[config.mk]
export PLATFORM = sky130hd
export DESIGN_NAME = zwsg_glue
export DESIGN_NICKNAME = d
export VERILOG_FILES = /design/src/core/zwsg_pkg.sv /design/src/core/zwsg_glue.sv
export SDC_FILE = /design/constraint.sdc
export NUM_CORES = 1
export LEC_CHECK = 0
export ABC_CLOCK_PERIOD_IN_PS = 1490
export BUFFER_PORTS_ARGS = -buffer_cell sky130_fd_sc_hd__buf_4
export CAP_MARGIN = 10
export CORE_MARGIN = 10
export CORE_UTILIZATION = 21
export DETAILED_ROUTE_END_ITERATION = 10
export PLACE_DENSITY = 0.91
export SLEW_MARGIN = 20
export SYNTH_ARGS = -nofsm -noshare
export SYNTH_HDL_FRONTEND = slang
export SYNTH_SLANG_ARGS = --single-unit
[constraint.sdc]
create_clock -name clk_sys -period 1.49 [get_ports clk_sys]
set_clock_uncertainty 0.15 [all_clocks]
set_input_delay 0.149 -clock clk_sys [delete_from_list [all_inputs] [get_ports clk_sys]]
set_output_delay 0.149 -clock clk_sys [all_outputs]
set_load 0.005 [all_outputs]
[src/core/zwsg_pkg.sv]
// Package for the zero wait-state static RAM glue
package zwsg_pkg;
   // Device selects on the shared data bus; the example RAM has its own select, ram_cs_n
   localparam int unsigned NUM_DEV = 4;
   // Example RAM window, external word addresses
   localparam logic [23:0] RAM_BASE = 24'h000000;
   localparam logic [23:0] RAM_LAST = 24'h003FFF;
   // Address bit that splits the lower half, where the main bus selects the RAM, from the upper half
   localparam int unsigned TOP_BIT = 23;
   // Bank field position for large memories
   localparam int unsigned BANK_LSB = 16;
   localparam int unsigned BANK_W = 2;
   // Reset value of the registered bus status
   localparam logic [1:0] STAT_RST = 2'h0;
   // One bus cycle as seen by the glue
   typedef struct packed {
      logic strobe_n;
      logic rw;
      logic [23:0] addr;
   } zwsg_bus_s;
   // Bus phase of the glue monitor
   typedef enum logic [1:0] {ZWSG_IDLE, ZWSG_READ, ZWSG_WRITE} zwsg_phase_e;
endpackage

[src/core/zwsg_glue.sv]
// Zero wait-state chip-select glue between processor buses and static RAMs
`timescale 1ns/1ps
module zwsg_glue (
   input wire logic clk_sys,
   input wire logic reset,
   input wire logic single_bank_mode,
   input wire logic [zwsg_pkg::NUM_DEV-1:0] dev_decode,
   input wire logic main_bus_strobe_n,
   input wire logic main_rw,
   input wire logic [23:0] main_addr,
   input wire logic secondary_memory_strobe_n,
   input wire logic secondary_io_strobe_n,
   input wire logic secondary_rw,
   input wire logic [23:0] secondary_addr,
   output logic [zwsg_pkg::NUM_DEV-1:0] main_cs_n,
   output logic [(1<<zwsg_pkg::BANK_W)-1:0] main_bank_cs_n,
   output logic ram_cs_n,
   output logic ram_we_n,
   output logic ram_oe_n,
   output logic sec_mem_cs_n,
   output logic sec_mem_we_n,
   output logic sec_io_cs_n,
   output logic sec_io_we_n,
   output logic [1:0] bus_status_r,
   output logic strobe_clash_r
);
   // Example RAM window check, used on the secondary bus only; the main bus uses the top bit
   function automatic logic in_ram_window(input logic [23:0] a);
      in_ram_window = (a >= zwsg_pkg::RAM_BASE) && (a <= zwsg_pkg::RAM_LAST);
   endfunction

   zwsg_pkg::zwsg_bus_s main_bus;
   zwsg_pkg::zwsg_phase_e phase_r;
   zwsg_pkg::zwsg_phase_e phase_nxt;
   logic [zwsg_pkg::BANK_W-1:0] bank_sel;
   logic io_active;

   assign main_bus = '{strobe_n: main_bus_strobe_n, rw: main_rw, addr: main_addr};
   assign bank_sel = main_bus.addr[zwsg_pkg::BANK_LSB +: zwsg_pkg::BANK_W];

   // Example RAM: strobe AND inverted top bit, one gate, no flops
   assign ram_cs_n = main_bus.strobe_n | main_bus.addr[zwsg_pkg::TOP_BIT];
   // Write enable straight from read/write; strobe comes later, so CS controls
   assign ram_we_n = main_bus.rw;
   // Tied low; saves a gate delay, the RAM keeps its outputs off unless read
   assign ram_oe_n = 1'b0;

   // Select is strobe AND inverted top bit, nothing else
   ram_select_a: assert property (@(posedge clk_sys) disable iff (reset)
      (!ram_cs_n) == (!main_bus_strobe_n && !main_addr[zwsg_pkg::TOP_BIT]))
      else $error("ram select wrong");

   // Upper half of the space never reaches the example RAM
   ram_upper_off_a: assert property (@(posedge clk_sys) disable iff (reset)
      main_addr[zwsg_pkg::TOP_BIT] |-> ram_cs_n)
      else $error("ram selected above its window");

   // Write enable copies read/write, output enable stays low
   ram_we_a: assert property (@(posedge clk_sys) disable iff (reset)
      ram_we_n == main_rw && !ram_oe_n)
      else $error("ram we or oe wrong");

   // A selected write always carries write enable low with it
   ram_write_a: assert property (@(posedge clk_sys) disable iff (reset)
      (!ram_cs_n && !main_rw) |-> !ram_we_n)
      else $error("ram write without write enable");

   // Per-device chip selects; single bank mode bypasses the decode
   always_comb begin
      for (int i = 0; i < zwsg_pkg::NUM_DEV; i++) begin
         if (single_bank_mode) begin
            main_cs_n[i] = main_bus.strobe_n;
         end else begin
            main_cs_n[i] = main_bus.strobe_n | ~dev_decode[i];
         end
      end
   end

   // Single bank: every select is the strobe itself
   single_bank_a: assert property (@(posedge clk_sys) disable iff (reset)
      single_bank_mode |-> main_cs_n == {zwsg_pkg::NUM_DEV{main_bus_strobe_n}})
      else $error("single bank select wrong");

   // Shared bus: decode AND strobe per device
   shared_cs_a: assert property (@(posedge clk_sys) disable iff (reset)
      !single_bank_mode |-> main_cs_n == ~(dev_decode & {zwsg_pkg::NUM_DEV{!main_bus_strobe_n}}))
      else $error("shared select wrong");

   // Shared bus: a device that is not decoded stays deselected
   decode_off_a: assert property (@(posedge clk_sys) disable iff (reset)
      !single_bank_mode |-> &(main_cs_n | dev_decode))
      else $error("undecoded device selected");

   // No strobe, no select anywhere on the main bus
   no_strobe_idle_a: assert property (@(posedge clk_sys) disable iff (reset)
      main_bus_strobe_n |-> ram_cs_n && (&main_cs_n))
      else $error("select without strobe");

   // Bank selects for large memory; few address bits keep it one gate deep
   always_comb begin
      for (int b = 0; b < (1 << zwsg_pkg::BANK_W); b++) begin
         main_bank_cs_n[b] = main_bus.strobe_n
            | (bank_sel != zwsg_pkg::BANK_W'(b));
      end
   end

   // Exactly one bank per strobed access
   bank_onehot_a: assert property (@(posedge clk_sys) disable iff (reset)
      !main_bus_strobe_n |-> $onehot(~main_bank_cs_n))
      else $error("bank select not one-hot");

   // Banks all off between accesses
   bank_idle_a: assert property (@(posedge clk_sys) disable iff (reset)
      main_bus_strobe_n |-> &main_bank_cs_n)
      else $error("bank select without strobe");

   // The bank picked is the one the address field names
   bank_index_a: assert property (@(posedge clk_sys) disable iff (reset)
      !main_bus_strobe_n |-> !main_bank_cs_n[main_addr[zwsg_pkg::BANK_LSB +: zwsg_pkg::BANK_W]])
      else $error("wrong bank selected");

   // Secondary memory side decodes the RAM window, not the top bit, and an I/O strobe blocks it; no bank selects
   assign io_active = ~secondary_io_strobe_n;
   assign sec_mem_cs_n = secondary_memory_strobe_n | io_active
      | ~in_ram_window(secondary_addr);
   assign sec_mem_we_n = secondary_rw;
   // I/O interface locked out while a memory strobe is live
   assign sec_io_cs_n = secondary_io_strobe_n | ~secondary_memory_strobe_n;
   assign sec_io_we_n = secondary_rw;

   // The two secondary interfaces never select together
   secondary_excl_a: assert property (@(posedge clk_sys) disable iff (reset)
      !(!sec_mem_cs_n && !sec_io_cs_n))
      else $error("secondary selects both active");

   // A lone memory strobe inside the window selects the memory
   secondary_mem_a: assert property (@(posedge clk_sys) disable iff (reset)
      (!secondary_memory_strobe_n && secondary_io_strobe_n
      && secondary_addr <= zwsg_pkg::RAM_LAST) |-> !sec_mem_cs_n)
      else $error("secondary memory select missing");

   // A live I/O strobe keeps the memory side off
   sec_mem_block_a: assert property (@(posedge clk_sys) disable iff (reset)
      !secondary_io_strobe_n |-> sec_mem_cs_n)
      else $error("memory select during io strobe");

   // A live memory strobe keeps the I/O side off
   sec_io_block_a: assert property (@(posedge clk_sys) disable iff (reset)
      !secondary_memory_strobe_n |-> sec_io_cs_n)
      else $error("io select during memory strobe");

   // A lone I/O strobe selects the I/O side
   sec_io_sel_a: assert property (@(posedge clk_sys) disable iff (reset)
      (!secondary_io_strobe_n && secondary_memory_strobe_n) |-> !sec_io_cs_n)
      else $error("io select missing");

   // Both secondary write enables follow read/write
   sec_we_a: assert property (@(posedge clk_sys) disable iff (reset)
      sec_mem_we_n == secondary_rw && sec_io_we_n == secondary_rw)
      else $error("secondary write enable wrong");

   // Bus phase for status only; selects never wait on it
   always_comb begin
      phase_nxt = zwsg_pkg::ZWSG_IDLE;
      case ({ram_cs_n, main_bus.rw})
         2'h0: phase_nxt = zwsg_pkg::ZWSG_WRITE;
         2'h1: phase_nxt = zwsg_pkg::ZWSG_READ;
         default: phase_nxt = zwsg_pkg::ZWSG_IDLE;
      endcase
   end

   // Access phase, sampled once per bus clock
   always_ff @(posedge clk_sys or posedge reset) begin
      if (reset) begin
         phase_r <= zwsg_pkg::ZWSG_IDLE;
      end else begin
         phase_r <= phase_nxt;
      end
   end

   // Registered status: bit0 read seen, bit1 write seen
   always_ff @(posedge clk_sys or posedge reset) begin
      if (reset) begin
         bus_status_r <= zwsg_pkg::STAT_RST;
      end else begin
         bus_status_r <= {phase_r == zwsg_pkg::ZWSG_WRITE, phase_r == zwsg_pkg::ZWSG_READ};
      end
   end

   // A RAM write shows in the status two edges later
   status_write_a: assert property (@(posedge clk_sys) disable iff (reset)
      (!ram_cs_n && !main_rw) |-> ##2 bus_status_r == 2'h2)
      else $error("write status late");

   // A RAM read shows in the status two edges later
   status_read_a: assert property (@(posedge clk_sys) disable iff (reset)
      (!ram_cs_n && main_rw) |-> ##2 bus_status_r == 2'h1)
      else $error("read status late");

   // No RAM access, no status two edges later
   status_idle_a: assert property (@(posedge clk_sys) disable iff (reset)
      ram_cs_n |-> ##2 bus_status_r == 2'h0)
      else $error("status without access");

   // Both secondary strobes low is a partner fault; flagged, I/O stays off
   always_ff @(posedge clk_sys or posedge reset) begin
      if (reset) begin
         strobe_clash_r <= 1'b0;
      end else begin
         strobe_clash_r <= ~secondary_memory_strobe_n & ~secondary_io_strobe_n;
      end
   end

   // Clash flag raised one edge after both strobes were low
   clash_set_a: assert property (@(posedge clk_sys) disable iff (reset)
      (!secondary_memory_strobe_n && !secondary_io_strobe_n) |=> strobe_clash_r)
      else $error("strobe clash not flagged");

   // Clash flag drops once either strobe is high
   clash_clear_a: assert property (@(posedge clk_sys) disable iff (reset)
      (secondary_memory_strobe_n || secondary_io_strobe_n) |=> !strobe_clash_r)
      else $error("strobe clash flag stuck");
endmodule

==> qor.csv, run 1 <==
metric;value;unit
crit_required;1510;ps
async_flop_share;100;%
die_h;57.6;um
vias_per_cell;4.17;
setup_viol;0;
synth_edf_count;0;
ys.flop_type;dfrtp_1;
timing.fmax;702;MHz
vias;371;
coreArea;1320;um2
cp.arrival;1450;ps
period_minus_slack;1420;ps
cts_tree;yes;
drive_gt1_share;60.8;%
dp.cells;81;
synth_cells;32;
cts.sinks;5;
postRouteAntennaNets;0;
clk_latency;230;ps
grt_util_all_layers;6.84;%
drtIter0Drc;6;
place_congestion;0.635;
n_fill_cell;133;
portBuffers;38;
hold_viol_final;0;
cts.path.max_buffers;2;
placed_area;571;um2
antenna_found_initial;0;
diodes;0;
cts_buffers;3;
final_nets;135;
endpoint_kind;flop;
grt_pass1_wl;1830;um
p_leak;0.334;nW
pin_count;78;
cts_max_level;1;
wirelength;1180;um
critical_path_class;in -> reg;
cts_setup_buffers;0;
initial_utilization;22.5;%
fin_area;639;um2
synth.cell_area;297;um2
outcome;finished clean;
synth.ff_latch_count;5;
drv_slew;0;
die_x;57.6;um
worst-path-max-fanout;3;
startpoint_type;input port;
clk_pin_slew;40;ps
grt_overflow;0;
synth_top_area_share;42.2;%
root_buffer;clkbuf_4;
grt_max_degree;10;
fin_cells;89;
wire_per_inst;13.2;um
yosysTopAreaCell;dfrtp_1;
min_path_type;in -> reg;
grt_pass1_vias;420;
synthTopCellsByArea;dfrtp_1 (42%), buf_4 (10%), o21bai_1 (10%);
period_share;95.6;%
maxCapViolCount;0;
synth_seq_area_share;42.2;%
synth_area_per_cell;9.27;um2
drcViolationCount;0;
die_area;3310;um2
layout_commonest_cell;buf_4;
cellPowerDensity;643;nW/um2
synth_cell_types;17;
vdd_drop_max;0.000383;V
dr.pass1.iters;2;
final_cell_mix;buf_4 (38), dfrtp_1 (5), o21bai_1 (4), dlygate4sd3_1 (4);
syn_to_final_growth;116;%
yosys_warnings;0;
synthesis.nets;92;
core.rowCount;13;
-- synth_stat cells, drive strengths merged (2+ instances only) --
cell type,n
o21bai,4
nor2b,2
dfrtp,5
nor2,4
inv,2
buf,4
nor4,2
-- state kept, by name, indices dropped and copies added, names as in the netlist --
name	cells
strobe_clash_r	1
bus_status_r	2
phase_r	2
-- final cells by class --
cell class / instances / area, um2 / share of cell area (%)
clock buffers: 4 / 26.3 / 4.11
inverters: 2 / 7.51 / 1.17
multi-input cells: 21 / 136 / 21.3
flip-flops and latches: 5 / 125 / 19.6
well taps: 15 / 18.8 / 2.94
repair buffers: 42 / 325 / 50.9
-- power by group --
group,total [mW],leakage [nW],switching (mW),internal [mW]
clock network,0.150,0.0150,0.0495,0.101
logic,0.117,0.252,0.0378,0.0791
registers,0.144,0.0668,0.00171,0.142
total,0.411,0.334,0.0890,0.322
-- metrics by stage --
stage	total power, mW	setup TNS [ps]	hold WS [ps]	setup slack [ps]	utilization [%]
after floorplan	0.178	0	-222	664	-
after global placement	0.251	0	-94.3	355	43.3
after detailed placement	0.254	0	-87.0	368	43.3
after CTS	0.417	0	21.5	99.4	48.3
after global routing	0.436	-0.214	43.1	-0.214	48.5
final	0.411	0	28.1	65.9	48.5
-- routing by layer --
metal / GRT usage [%] / part of all wire [%]
met5: 0 / 0
met4: 4.36 / 2.0
met3: 3.32 / 12
met2: 12.1 / 56
met1: 6.00 / 30
-- critical path, stage by stage --
cell           delay (ps)
buf_4                 120
dlygate4sd3_1         560
nor2_2                 80
dlygate4sd3_1         540
-- worst paths after layout --
path	endpoint	cells past startpoint	startpoint	slack, ps
worst max-delay path	strobe_clash_r$_DFF_PP0_	4	secondary_io_strobe_n	70
worst min-delay path	phase_r[1]$_DFF_PP0_	3	main_addr[23]	30
worst max register to register	bus_status_r[0]$_DFF_PP0_	1	phase_r[0]$_DFF_PP0_	740
worst min register to register	bus_status_r[0]$_DFF_PP0_	1	phase_r[1]$_DFF_PP0_	260
max in group asynchronous	bus_status_r[1]$_DFF_PP0_	3	reset	800
min in group asynchronous	phase_r[1]$_DFF_PP0_	3	reset	220
-- timing repair --
item,4_1_cts,5_1_grt
setup endpoints to repair,0,1
endpoints found under the hold margin,7,0
resized for setup,0,1
hold buffers,4,0
-- logic make-up (layout without fill, tap and decap cells) --
group                  count (synthesis)  in the layout  share of synthesized area (%)
and+or+nand+nor                       16             16                           33.8
buffers and inverters                  6             48                           12.7
DFF                                    5              5                           42.2
AOI/OAI and AO/OA                      4              4                           10.1
other                                  1              1                           1.26
Power figures use the tool's default switching activity.
==> inputs of run 2 (changes only) <==
--- a/config.mk
+++ b/config.mk
@@ -5,13 +5,14 @@
 export SDC_FILE = /design/constraint.sdc
 export NUM_CORES = 1
 export LEC_CHECK = 0
+export ABC_AREA = 1
 export ABC_CLOCK_PERIOD_IN_PS = 1490
 export BUFFER_PORTS_ARGS = -buffer_cell sky130_fd_sc_hd__buf_4
 export CAP_MARGIN = 10
 export CORE_MARGIN = 10
-export CORE_UTILIZATION = 21
+export CORE_UTILIZATION = 23
 export DETAILED_ROUTE_END_ITERATION = 10
-export PLACE_DENSITY = 0.91
+export PLACE_DENSITY = 0.92
 export SLEW_MARGIN = 20
 export SYNTH_ARGS = -nofsm -noshare
 export SYNTH_HDL_FRONTEND = slang
==> run 2 against run 1 <==
  * Maximum frequency rose by 1.8%
  * Total power rose by 1.5%
  * Sequential power barely moved
==> qor.csv, run 2 <==
metric;value;unit
p_leak;0.394;nW
cp.arrival;1430;ps
synth_cells;49;
hold_viol_final;0;
synth_area_per_cell;6.77;um2
vias;428;
cts.path.max_buffers;2;
drtIter0Drc;4;
vdd_drop_max;0.000406;V
initial_utilization;24.9;%
setup_viol;0;
synth.ff_latch_count;5;
place_congestion;0.669;
total_power;0.417;mW
coreArea;1330;um2
placed_area;606;um2
synth_edf_count;0;
worst-path-max-fanout;2;
synth.cell_area;332;um2
timing.fmax;715;MHz
cts.sinks;5;
portBuffers;38;
synthesis.nets;109;
worst_slack;91.0;ps
period_share;93.9;%
drv_slew;0;
clk_pin_slew;40;ps
synth_top_family_by_area;simple AND/OR/NAND/NOR gates;
grt_overflow;0;
drcViolationCount;0;
yosys_warnings;0;
synth-adder-area-share;0;%
synth.most_common_cell;inv_1;
grt_pass1_vias;501;
p_comb_share;29.0;%
period_minus_slack;1400;ps
yosysTopAreaCell;dfrtp_1;
pin_count;78;
final_core_util;50.4;%
min_path_type;in -> reg;
startpoint_type;input port;
dr.pass1.iters;2;
place_ws;507;ps
antenna_found_initial;0;
yosys.area_share.simple;30.2;%
grt_pass1_wl;2060;um
fin_area;672;um2
wirelength;1260;um
p_int;0.321;mW
ys.flop_type;dfrtp_1;
synth_cell_types;12;
grt_util_all_layers;7.71;%
cellPowerDensity;621;nW/um2
final_cell_mix;buf_4 (38), inv_1 (14), nor2_1 (7);
critical_path_class;in -> reg;
rsz0062_at_grt;false;
switching_power;0.0960;mW
cts_tree;yes;
drive_gt1_share;49.5;%
maxCapViolCount;0;
netlist_top_cells_count;inv_1 (14), nor2_1 (7), dfrtp_1 (5), nand3_1 (5);
wire_per_inst;11.9;um
endpoint_kind;flop;
syn_to_final_growth;103;%
place_hpwl;1100;um
synth_top_area_share;37.7;%
async_flop_share;100;%
seq_power_share;34.5;%
finalSetupTns;0;ps
die_x;58.0;um
diodes;0;
die_area;3360;um2
cts_buffers;3;
dp.cells;98;
sw_frac_of_total;23.0;%
holdWs;25.7;ps
synth_compound_area_share;6.04;%
top_regs;bus_status_r: 2 flops, phase_r: 2 flops, strobe_clash_r: 1 flops;
fin_cells;106;
power_frac_clock;36.5;%
postRouteAntennaNets;0;
synthTopCellsByArea;dfrtp_1 (38%), inv_1 (16%), buf_4 (9.1%);
crit_required;1520;ps
synth_seq_area_share;37.7;%
root_buffer;clkbuf_4;
yosys.area_share.xor_xnor;0;%
grt_max_degree;9;
clk_latency;240;ps
layout_commonest_cell;buf_4;
outcome;finished clean;
synthMuxAreaShare;0;%
final_nets;152;
core.rowCount;13;
n_fill_cell;143;
die_h;58.0;um
vias_per_cell;4.04;
cts_max_level;1;
==> run 2: cell types whose count changed after synthesis, sizes merged, moves of 2 or more <==
cell / before / now
nor4: 2 / 0
nand2: 1 / 4
nand3: 1 / 5
o21ai: 0 / 4
nor2b: 2 / 0
o21bai: 4 / 0
nor2: 4 / 9
inv: 2 / 14
==> run 2: cell families after synthesis <==
logic type | count (synthesis)
simple gates | 21
buf+inv | 18
flops | 5
compound gates | 4
other cells | 1
==> run 2: worst max-delay path, stage by stage <==
cell           delay [ps]
buf_4                 110
dlygate4sd3_1         540
nor2_1                 90
dlygate4sd3_1         540
==> run 2: final timing paths <==
path                                                 from                         to  slack, ps  cells past startpoint
worst max register to register       phase_r[1]$_DFF_PP0_  bus_status_r[1]$_DFF_PP0_        770                      2
worst min register to register       phase_r[0]$_DFF_PP0_  bus_status_r[1]$_DFF_PP0_        260                      1
max in group asynchronous                           reset       phase_r[1]$_DFF_PP0_        800                      3
worst min-delay path                        main_addr[23]       phase_r[0]$_DFF_PP0_         30                      3
worst max-delay path            secondary_memory_strobe_n   strobe_clash_r$_DFF_PP0_         90                      4
min in group asynchronous                           reset   strobe_clash_r$_DFF_PP0_        220                      3
==> run 2: final cells by class <==
class                   instances  area (um2)  area share (%)
repair buffers                 42         325            48.4
flip-flops and latches          5         125            18.6
multi-input cells              26         124            18.4
inverters                      14        52.6            7.82
clock buffers                   4        26.3            3.91
well taps                      15        18.8            2.79
==> run 2: power groups by stage <==
stage,sequential [mW],combinational [mW],clock [mW]
6_report,0.144,0.121,0.152
3_3_place_gp,0.145,0.111,0
3_5_place_dp,0.145,0.114,0
4_1_cts,0.143,0.122,0.158
5_1_grt,0.144,0.135,0.169
2_1_floorplan,0.146,0.0384,0
==> run 2: repair_timing <==
item	CTS	global route
hold buffers	4	0
setup buffers	0	0
gates resized for setup	0	0
hold endpoints to repair	7	0
==> run 2: layer usage <==
layer | routed length, um | GRT usage [%]
met3 | 211 | 6.75
met2 | 623 | 13.5
met1 | 404 | 5.83
met5 | 0 | 0
met4 | 19 | 3.36
